## config.mk

```make
export PLATFORM = sky130hd
export DESIGN_NAME = thermistor_overtemp_tracker
export DESIGN_NICKNAME = d
export VERILOG_FILES = /design/src/include/overtemp_pkg.sv /design/src/include/step_if.sv /design/src/hdl/code_filter.sv /design/src/hdl/thermistor_overtemp_tracker.sv
export SDC_FILE = /design/constraint.sdc
export NUM_CORES = 1
export LEC_CHECK = 0
export BUFFER_PORTS_ARGS = -buffer_cell sky130_fd_sc_hd__buf_2
export CAP_MARGIN = 10
export CORE_MARGIN = 4
export CORE_UTILIZATION = 60
export CTS_CLUSTER_SIZE = 24
export DETAILED_ROUTE_END_ITERATION = 16
export PLACE_DENSITY = 0.83
export SLEW_MARGIN = 20
export SYNTH_ARGS = -nofsm -noshare
export SYNTH_HDL_FRONTEND = slang
export SYNTH_SLANG_ARGS = --single-unit
```

## constraint.sdc

```tcl
create_clock -name clk -period 17.4 [get_ports clk]
set_clock_uncertainty 0.05 [all_clocks]
set_input_delay 0 -clock clk [delete_from_list [all_inputs] [get_ports clk]]
set_output_delay 0 -clock clk [all_outputs]
set_load 0.05 [all_outputs]
```

## src/include/overtemp_pkg.sv

```systemverilog
package overtemp_pkg;
  // ************************************************************
  // Code and current source.
  // ************************************************************
  localparam int          CODE_W           = 8;
  localparam logic [7:0]  CODE_MAX         = 8'hff;
  localparam logic [7:0]  CODE_MIN         = 8'h00;
  localparam logic [7:0]  CODE_RESET       = 8'h00;
  localparam int          CODE_SPAN        = 256;
  localparam int          FULL_SCALE_UA    = 80;
  localparam int          REF_MV           = 1250;
  // ************************************************************
  // Thresholds as codes, from code = 4 Mohm / (R_ntc + R_s).
  // ************************************************************
  localparam int          SERIES_OHM       = 14000;
  localparam int          EQUIV_OHM        = CODE_SPAN * REF_MV * 1000 / FULL_SCALE_UA;
  localparam logic [7:0]  CODE_TRIP        = 8'(EQUIV_OHM / (SERIES_OHM + 2500));
  localparam logic [7:0]  CODE_CLEAR       = 8'(EQUIV_OHM / (SERIES_OHM + 4000));
  localparam logic [7:0]  CODE_DIM_START   = 8'(EQUIV_OHM / (SERIES_OHM + 6300));
  localparam logic [7:0]  CODE_DIM_END     = CODE_TRIP;
  localparam logic [7:0]  CODE_DISABLED    = 8'h14;
  // ************************************************************
  // Timing.
  // ************************************************************
  localparam int          CLK_HZ           = 125000000;
  localparam int          STEP_HALF_CYCLES = 7;
  localparam int          FAST_MS          = 5;
  localparam int          FAST_STEP_CYC    = (FAST_MS * (CLK_HZ / 1000)) / CODE_SPAN;
  localparam int          NOISE_SHIFT      = 2;
  localparam int          SLOW_SHIFT       = 12;
  localparam logic [7:0]  DIM_FULL         = 8'hff;
endpackage

```

## src/include/step_if.sv

```systemverilog
`timescale 1ns/10ps
interface step_if;
  logic       step;
  logic [7:0] code;
  logic [7:0] filt;
  modport src (output step, input code, input filt);
  modport dst (input step, output code, output filt);
endinterface

```

## src/hdl/code_filter.sv

```systemverilog
`timescale 1ns/10ps
module code_filter
  import overtemp_pkg::*;
#(
  parameter int SHIFT = NOISE_SHIFT
) (
  // Clock and reset.
  input  wire logic       clk,
  input  wire logic       rst,
  // Sample strobe and raw code.
  input  wire logic       sample,
  input  wire logic [7:0] raw,
  // Filtered code.
  output logic      [7:0] filt
);
  logic [7+SHIFT:0] acc_ff;
  logic [7+SHIFT:0] nxt_acc;
  logic [8+SHIFT:0] sum;

  always_comb begin
    sum     = {1'b0, acc_ff} + {{(SHIFT+1){1'b0}}, raw} - {{(SHIFT+1){1'b0}}, acc_ff[7+SHIFT:SHIFT]};
    nxt_acc = acc_ff;
    if (sample) begin
      nxt_acc = sum[7+SHIFT:0];
    end
  end

  always_ff @(posedge clk or posedge rst) begin
    if (rst) begin
      acc_ff <= '0;
    end else begin
      acc_ff <= nxt_acc;
    end
  end

  assign filt = acc_ff[7+SHIFT:SHIFT];
endmodule

```

## src/hdl/thermistor_overtemp_tracker.sv

```systemverilog
// Functional notes
// - Loop holds sense pin at reference.
// - Code drives proportional 80 uA current source.
// - One step every seventh half line-cycle.
// - Larger code means hotter sensor.
// - Filtered code above trip shuts down.
// - Fault self-clears below 110 degree code.
// - Fast startup track, then check, then enable.
// - Slow filter scales dim above 95.
// - Dim scaling spans 6.3k to 2.5k.
// - Pull-down resistor disables protection.
`timescale 1ns/10ps
module thermistor_overtemp_tracker
  import overtemp_pkg::*;
#(
  parameter int FAST_CYC = FAST_STEP_CYC
) (
  // Clock and reset.
  input  wire logic       clk,
  input  wire logic       rst,
  // Analogue comparator and line timing.
  input  wire logic       sense_above_ref,
  input  wire logic       half_cycle,
  // Current source setting.
  output logic      [7:0] current_code,
  // System controls.
  output logic            overtemp_fault,
  output logic            stages_enable,
  output logic            protect_disabled,
  output logic      [7:0] dim_scale
);
  // ************************************************************
  // Startup state machine.
  // ************************************************************
  typedef enum logic [1:0] {ST_TRACK, ST_CHECK, ST_RUN} phase_t;

  phase_t       phase_ff;
  phase_t       nxt_phase;
  logic [7:0]   code_ff;
  logic [7:0]   nxt_code;
  logic [2:0]   half_cnt_ff;
  logic [2:0]   nxt_half_cnt;
  logic [31:0]  fast_cnt_ff;
  logic [31:0]  nxt_fast_cnt;
  logic [8:0]   fast_steps_ff;
  logic [8:0]   nxt_fast_steps;
  logic         step;
  logic         fault_ff;
  logic         nxt_fault;
  logic         enable_ff;
  logic         nxt_enable;
  logic         disabled_ff;
  logic         nxt_disabled;
  logic [7:0]   dim_ff;
  logic [7:0]   nxt_dim;
  logic [7:0]   filt_noise;
  logic [7:0]   filt_slow;
  logic [15:0]  dim_prod;

  step_if sif ();

  // ************************************************************
  // Step timing.
  // ************************************************************
  always_comb begin
    nxt_half_cnt   = half_cnt_ff;
    nxt_fast_cnt   = fast_cnt_ff;
    nxt_fast_steps = fast_steps_ff;
    step           = 1'b0;
    if (phase_ff == ST_TRACK) begin
      if (fast_cnt_ff >= 32'(FAST_CYC - 1)) begin
        nxt_fast_cnt   = '0;
        step           = 1'b1;
        nxt_fast_steps = fast_steps_ff + 9'h001;
      end else begin
        nxt_fast_cnt = fast_cnt_ff + 32'h1;
      end
    end else if (half_cycle) begin
      if (half_cnt_ff == 3'(STEP_HALF_CYCLES - 1)) begin
        nxt_half_cnt = '0;
        step         = 1'b1;
      end else begin
        nxt_half_cnt = half_cnt_ff + 3'h1;
      end
    end
  end

  // ************************************************************
  // Tracking loop.
  // ************************************************************
  always_comb begin
    nxt_code = code_ff;
    if (step) begin
      // Sense high means too much current for the network, so step down.
      if (sense_above_ref) begin
        if (code_ff != CODE_MIN) begin
          nxt_code = code_ff - 8'h01;
        end
      end else begin
        if (code_ff != CODE_MAX) begin
          nxt_code = code_ff + 8'h01;
        end
      end
    end
  end

  assign sif.step = step;
  assign sif.code = code_ff;

  code_filter #(
    .SHIFT (NOISE_SHIFT)
  ) u_noise (
    .clk    (clk),
    .rst    (rst),
    .sample (sif.step),
    .raw    (sif.code),
    .filt   (filt_noise)
  );

  code_filter #(
    .SHIFT (SLOW_SHIFT)
  ) u_slow (
    .clk    (clk),
    .rst    (rst),
    .sample (sif.step),
    .raw    (sif.code),
    .filt   (filt_slow)
  );

  assign sif.filt = filt_noise;

  // ************************************************************
  // Protection and startup.
  // ************************************************************
  always_comb begin
    nxt_phase    = phase_ff;
    nxt_fault    = fault_ff;
    nxt_enable   = enable_ff;
    // A small code after fast tracking means the pin is pulled down.
    nxt_disabled = disabled_ff;
    unique case (phase_ff)
      ST_TRACK: begin
        if (fast_steps_ff == 9'(CODE_SPAN)) begin
          nxt_phase = ST_CHECK;
        end
      end
      ST_CHECK: begin
        nxt_disabled = (code_ff <= CODE_DISABLED);
        if (code_ff <= CODE_DISABLED || code_ff < CODE_CLEAR) begin
          nxt_phase  = ST_RUN;
          nxt_enable = 1'b1;
        end
      end
      ST_RUN: begin
        if (!disabled_ff) begin
          if (sif.filt > CODE_TRIP) begin
            nxt_fault  = 1'b1;
            nxt_enable = 1'b0;
          end else if (fault_ff && sif.filt < CODE_CLEAR) begin
            nxt_fault  = 1'b0;
            nxt_enable = 1'b1;
          end
        end
      end
    endcase
  end

  // ************************************************************
  // Dim scaling.
  // ************************************************************
  always_comb begin
    dim_prod = 16'(filt_slow - CODE_DIM_START) * 16'(DIM_FULL);
    nxt_dim  = DIM_FULL;
    if (!disabled_ff && phase_ff == ST_RUN && filt_slow > CODE_DIM_START) begin
      if (filt_slow >= CODE_DIM_END) begin
        nxt_dim = 8'h00;
      end else begin
        nxt_dim = DIM_FULL - 8'(dim_prod / 16'(CODE_DIM_END - CODE_DIM_START));
      end
    end
  end

  always_ff @(posedge clk or posedge rst) begin
    if (rst) begin
      phase_ff      <= ST_TRACK;
      code_ff       <= CODE_RESET;
      half_cnt_ff   <= '0;
      fast_cnt_ff   <= '0;
      fast_steps_ff <= '0;
      fault_ff      <= 1'b0;
      enable_ff     <= 1'b0;
      disabled_ff   <= 1'b0;
      dim_ff        <= DIM_FULL;
    end else begin
      phase_ff      <= nxt_phase;
      code_ff       <= nxt_code;
      half_cnt_ff   <= nxt_half_cnt;
      fast_cnt_ff   <= nxt_fast_cnt;
      fast_steps_ff <= nxt_fast_steps;
      fault_ff      <= nxt_fault;
      enable_ff     <= nxt_enable;
      disabled_ff   <= nxt_disabled;
      dim_ff        <= nxt_dim;
    end
  end

  // The code is the current source setting directly.
  assign current_code     = code_ff;
  assign overtemp_fault   = fault_ff;
  assign stages_enable    = enable_ff;
  assign protect_disabled = disabled_ff;
  assign dim_scale        = dim_ff;

  // ************************************************************
  // Checks.
  // ************************************************************
  property p_step_one;
    @(posedge clk) disable iff (rst)
      step |=> (code_ff == $past(code_ff) + 8'h01) || (code_ff == $past(code_ff) - 8'h01)
               || (code_ff == $past(code_ff));
  endproperty
  a_step_one: assert property (p_step_one) else $error("code moved more than one step");

  property p_hold;
    @(posedge clk) disable iff (rst)
      !step |=> $stable(code_ff);
  endproperty
  a_hold: assert property (p_hold) else $error("code moved without step");

  property p_sat_hi;
    @(posedge clk) disable iff (rst)
      (code_ff == CODE_MAX && !sense_above_ref) |=> code_ff == CODE_MAX;
  endproperty
  a_sat_hi: assert property (p_sat_hi) else $error("code wrapped high");

  property p_sat_lo;
    @(posedge clk) disable iff (rst)
      (code_ff == CODE_MIN && sense_above_ref) |=> code_ff == CODE_MIN;
  endproperty
  a_sat_lo: assert property (p_sat_lo) else $error("code wrapped low");

  property p_down;
    @(posedge clk) disable iff (rst)
      (step && sense_above_ref && code_ff != CODE_MIN) |=> code_ff == $past(code_ff) - 8'h01;
  endproperty
  a_down: assert property (p_down) else $error("code did not step down");

  property p_trip;
    @(posedge clk) disable iff (rst)
      (phase_ff == ST_RUN && !disabled_ff && filt_noise > CODE_TRIP) |=> fault_ff && !enable_ff;
  endproperty
  a_trip: assert property (p_trip) else $error("no shutdown above trip");

  property p_clear;
    @(posedge clk) disable iff (rst)
      (phase_ff == ST_RUN && fault_ff && !disabled_ff && filt_noise < CODE_CLEAR) |=> !fault_ff;
  endproperty
  a_clear: assert property (p_clear) else $error("fault did not clear");

  property p_start_gate;
    @(posedge clk) disable iff (rst)
      (phase_ff != ST_RUN) |-> !enable_ff;
  endproperty
  a_start_gate: assert property (p_start_gate) else $error("stages on before check");

  property p_dim_off;
    @(posedge clk) disable iff (rst)
      (filt_slow <= CODE_DIM_START) |=> dim_ff == DIM_FULL;
  endproperty
  a_dim_off: assert property (p_dim_off) else $error("dim scaled below start");

  property p_dim_end;
    @(posedge clk) disable iff (rst)
      (phase_ff == ST_RUN && !disabled_ff && filt_slow >= CODE_DIM_END) |=> dim_ff == 8'h00;
  endproperty
  a_dim_end: assert property (p_dim_end) else $error("dim not minimum at end");

  property p_up;
    @(posedge clk) disable iff (rst)
      (step && !sense_above_ref && code_ff != CODE_MAX) |=> code_ff == $past(code_ff) + 8'h01;
  endproperty
  a_up: assert property (p_up) else $error("code did not step up");

  property p_step_rate;
    @(posedge clk) disable iff (rst)
      (step && phase_ff != ST_TRACK) |=> !step [*6];
  endproperty
  a_step_rate: assert property (p_step_rate) else $error("steps too close");

  property p_check_wait;
    @(posedge clk) disable iff (rst)
      (phase_ff == ST_CHECK && code_ff >= CODE_CLEAR) |=> !enable_ff;
  endproperty
  a_check_wait: assert property (p_check_wait) else $error("stages on while hot");

  property p_fault_off;
    @(posedge clk) disable iff (rst)
      fault_ff |-> !enable_ff;
  endproperty
  a_fault_off: assert property (p_fault_off) else $error("stages on during fault");

  property p_disabled_quiet;
    @(posedge clk) disable iff (rst)
      disabled_ff |=> !fault_ff && dim_ff == DIM_FULL;
  endproperty
  a_disabled_quiet: assert property (p_disabled_quiet) else $error("disabled but active");
endmodule

```

==> results by group <==
Run status
  – Status: finished, final reports clean

STA
  – Final Hold Vio Count: 0
  – # setup viols final: 0
  – Fmax: 69.6 MHz
  – Slew margin rel.: 0.379
  – Smallest hold slack: 0.0605 ns
  – Actual slew at the worst max-slew pin: 0.932 ns
  – Max Slew Vio Count: 0
  – Min Tclk post-route: 14.37 ns
  – Post-Route Setup TNS: 0 ns
  – Unrepaired setup endpoints after global routing: false
  – Period utilization: 0.826

Yosys
  – Mapped Area: 0.0110 mm²
  – Synth Register Bits: 95
  – Async SR Flop Fraction: 1.00
  – Sequential-to-total area share from yosys stat: 0.218
  – Post-synthesis cell count: 1319
  – Top post-synthesis cells by area: dfrtp_1, ha_1, fa_1, inv_1, xnor2_1
  – Post-synth top flop: dfrtp_1
  – Ys Warns: 0
  – Top-area cell type share of the netlist area: 0.198
  – Count of different cell masters after synthesis: 109
  – Post-Syn Nets: 1461
  – Post-synth EDFFs: 0
  – Syn_area_per_cell: 8.32 µm²
  – Largest area contributor in the netlist: dfrtp_1

Clocking
  – Clock Latency Late Sink: 0.36 ns
  – Cts repair resizes: 0
  – H-tree levels: 3
  – Clock Tree Root: clkbuf_16
  – Clk sinks: 95
  – Cts bufs inserted: 9
  – Clock Path Buffers: 2
  – Clk slew on worst S/H paths: 0.07 ns
  – CTS tree: yes

Worst setup path
  – Worst path most repeated cell: inv_1
  – Crit start category: flop
  – Crit path buf inv count: 6
  – Crit path required time: 17.62 ns
  – Worst r2r src: u_slow.acc_ff[12]
  – Worst reg2reg path endpoint: dim_scale[0]
  – CP max stage delay: 0.60 ns
  – Slack of the worst reg-to-reg path: 3.03 ns
  – Crit path max fanout: 16
  – Kind of critical path: reg -> reg
  – Crit path DAT: 14.59 ns
  – Critical Path Sink Type: flop
  – CP top delay family: compound AO/OA/AOI/OAI gates
  – Slowest stage cell on the critical path: fa_1
  – R2R depth: 48

Drt
  – Routed len/inst: 15.7 µm
  – 1st-iter DRT viols: 766
  – Vias: 9644
  – Post-route DRC: 0
  – Via/cell ratio: 6.17
  – Pre-antenna DRT Iters: 5
  – Antenna-violating nets left: 0
  – Routed wire length: 24.5 mm

Cells and area
  – Fraction of layout cells with a size suffix above 1: 0.0840
  – Post-Layout Cell Count: 1562
  – Diode count: 0
  – Layout area overhead: 5.87%
  – Net count, final: 1470

Power and ir drop
  – Leak pwr: 5.30 nW
  – Clk pwr share: 0.433
  – Comb power frac: 0.090
  – PwrDens: 40.2 mW/mm²
  – VDD IR max: 49.7 µV
  – P_sw: 0.127 mW
  – Internal power: 0.340 mW
  – Seq pwr share: 0.477
  – Net Sw Frac: 0.273

Global route
  – Grt total ovfl: 0
  – Antenna violations before repair: 0
  – Vias in the first global route: 9117
  – Total GRT Usage: 0.244
  – Largest net degree at the start of global routing: 62
  – First-pass GRT wire length: 41.9 mm

Die
  – Row count: 49
  – Die X: 143 µm
  – Die Height: 143 µm
  – Io pins: 23
  – Core area: 0.0180 mm²
  – Die area: 0.0205 mm²
  – Initial core utilization: 0.611

Place
  – Placed cells: 1544
  – RePlAce Congestion: 0.941
  – Post-detail-place hpwl: 18.6 mm
  – PortBufs: 22

Min path
  – Hold path cells: 4
  – Worst hold path type: in -> reg
  – Hold Path Origin: sense_above_ref
  – Min-Delay Endpoint: current_code[7]

Run
  – Max Cap Viol: 0
[timing repair]
action                                 CTS  global route
setup buffers                            0             0
endpoints found under the hold margin   40             0
hold buffers                             2             0
[worst register-to-register path, delay by kind of cell (launching register included)]
| kind | cells | cell delay, ns |
|---|---|---|
| fa+ha+maj | 7 | 3.02 |
| mux | 1 | 0.35 |
| compound gates | 24 | 6.52 |
| buf+inv | 6 | 0.69 |
| flops | 1 | 0.49 |
| simple gates | 5 | 1.29 |
| xor+xnor | 5 | 1.87 |
[synthesized netlist by cell type (all sizes together) (11+ instances only)]
library cell	number
and2	14
nand3	47
fa	52
xnor2	75
clkbuf	23
nor3	21
o21a	11
nand2b	16
and3	19
o211ai	13
nand4	18
nor2	108
nor4	13
dfrtp	87
a21oi	100
ha	86
xor2	17
a211oi	19
a31oi	19
nand2	80
inv	181
o31ai	11
o21ai	93
a21o	18
[through the flow]
| step | setup slack (ns) | power, mW | instance area, µm² | utilization |
|---|---|---|---|---|
| floorplan | 4.95 | 0.260 | 11000 | - |
| global placement | 3.92 | 0.268 | 11300 | 0.629 |
| detailed placement | 3.31 | 0.269 | 11300 | 0.629 |
| CTS | 3.26 | 0.472 | 11600 | 0.647 |
| global route | 2.01 | 0.488 | 11600 | 0.647 |
| finish | 3.03 | 0.468 | 11600 | 0.647 |
[layout by cell type, fill, tap and decap left out, types with 16 or more instances in the layout]
cell type / Yosys / layout
a21o_1: 18 / 18
a21oi_1: 92 / 92
a31oi_1: 18 / 18
and3_1: 18 / 18
buf_2: 7 / 22
dfrtp_1: 87 / 87
fa_1: 52 / 52
ha_1: 86 / 86
inv_1: 181 / 180
nand2_1: 80 / 80
nand2b_1: 16 / 16
nand3_1: 46 / 46
nand4_1: 18 / 18
nor2_1: 108 / 107
nor3_1: 20 / 20
o21ai_0: 81 / 81
xnor2_1: 73 / 73
xor2_1: 17 / 17
[power groups by stage]
stage | combinational, mW | clock, mW | sequential (mW)
after floorplan | 0.0296 | 0 | 0.231
after global placement | 0.0403 | 0 | 0.227
after detailed placement | 0.0420 | 0 | 0.228
after CTS | 0.0427 | 0.206 | 0.223
after global routing | 0.0481 | 0.217 | 0.224
final | 0.0421 | 0.202 | 0.223
[sequential cells by signal (all words and copies together) (netlist names)]
register,flops
half_cnt_ff,3
u_slow.acc_ff,20
overtemp_fault,1
phase_ff,2
stages_enable,1
fast_steps_ff,9
dim_scale,8
current_code,8
u_noise.acc_ff,10
fast_cnt_ff,32
protect_disabled,1
[cell type report]
| class | count | area, µm² |
|---|---|---|
| clock buffers | 9 | 225 |
| clock inverters | 7 | 81.3 |
| fillers | 1459 | 6340 |
| inverters | 181 | 682 |
| multi-input cells | 1011 | 7780 |
| flip-flops and latches | 95 | 2390 |
| well taps | 229 | 287 |
| repair buffers | 30 | 175 |
[how the worst max path moves through the flow]
| stage | cells past startpoint | slack (ns) | to | startpoint |
|---|---|---|---|---|
| 2_1_floorplan | 51 | 4.95 | dim_scale[0] | u_slow.acc_ff[12] |
| 3_3_place_gp | 48 | 3.92 | dim_scale[0] | u_slow.acc_ff[12] |
| 3_5_place_dp | 48 | 3.31 | dim_scale[0] | u_slow.acc_ff[12] |
| 4_1_cts | 48 | 3.26 | dim_scale[0] | u_slow.acc_ff[12] |
| 5_1_grt | 48 | 2.01 | dim_scale[0] | u_slow.acc_ff[12] |
| 6_report | 48 | 3.03 | dim_scale[0] | u_slow.acc_ff[12] |
[per-layer routing]
metal  track usage  vias up  part of all wire
li1              -     4691                 -
met4        0.0629        0             0.021
met2         0.410      287              0.48
met1         0.332     4614              0.45
met5             0        -                 0
met3        0.0382       52             0.045
[kinds of logic (layout without fill, tap and decap cells)]
family / after synthesis / count (layout) / share of synthesized area
xor gates and xnor gates: 92 / 92 / 0.0748
muxes: 6 / 6 / 0.00638
and+or+nand+nor: 382 / 382 / 0.173
buffers and inverters: 213 / 227 / 0.0747
DFF: 95 / 95 / 0.218
adders and majority gates: 140 / 140 / 0.195
AOI/OAI and AO/OA: 391 / 391 / 0.259
Power figures use the tool's default switching activity.
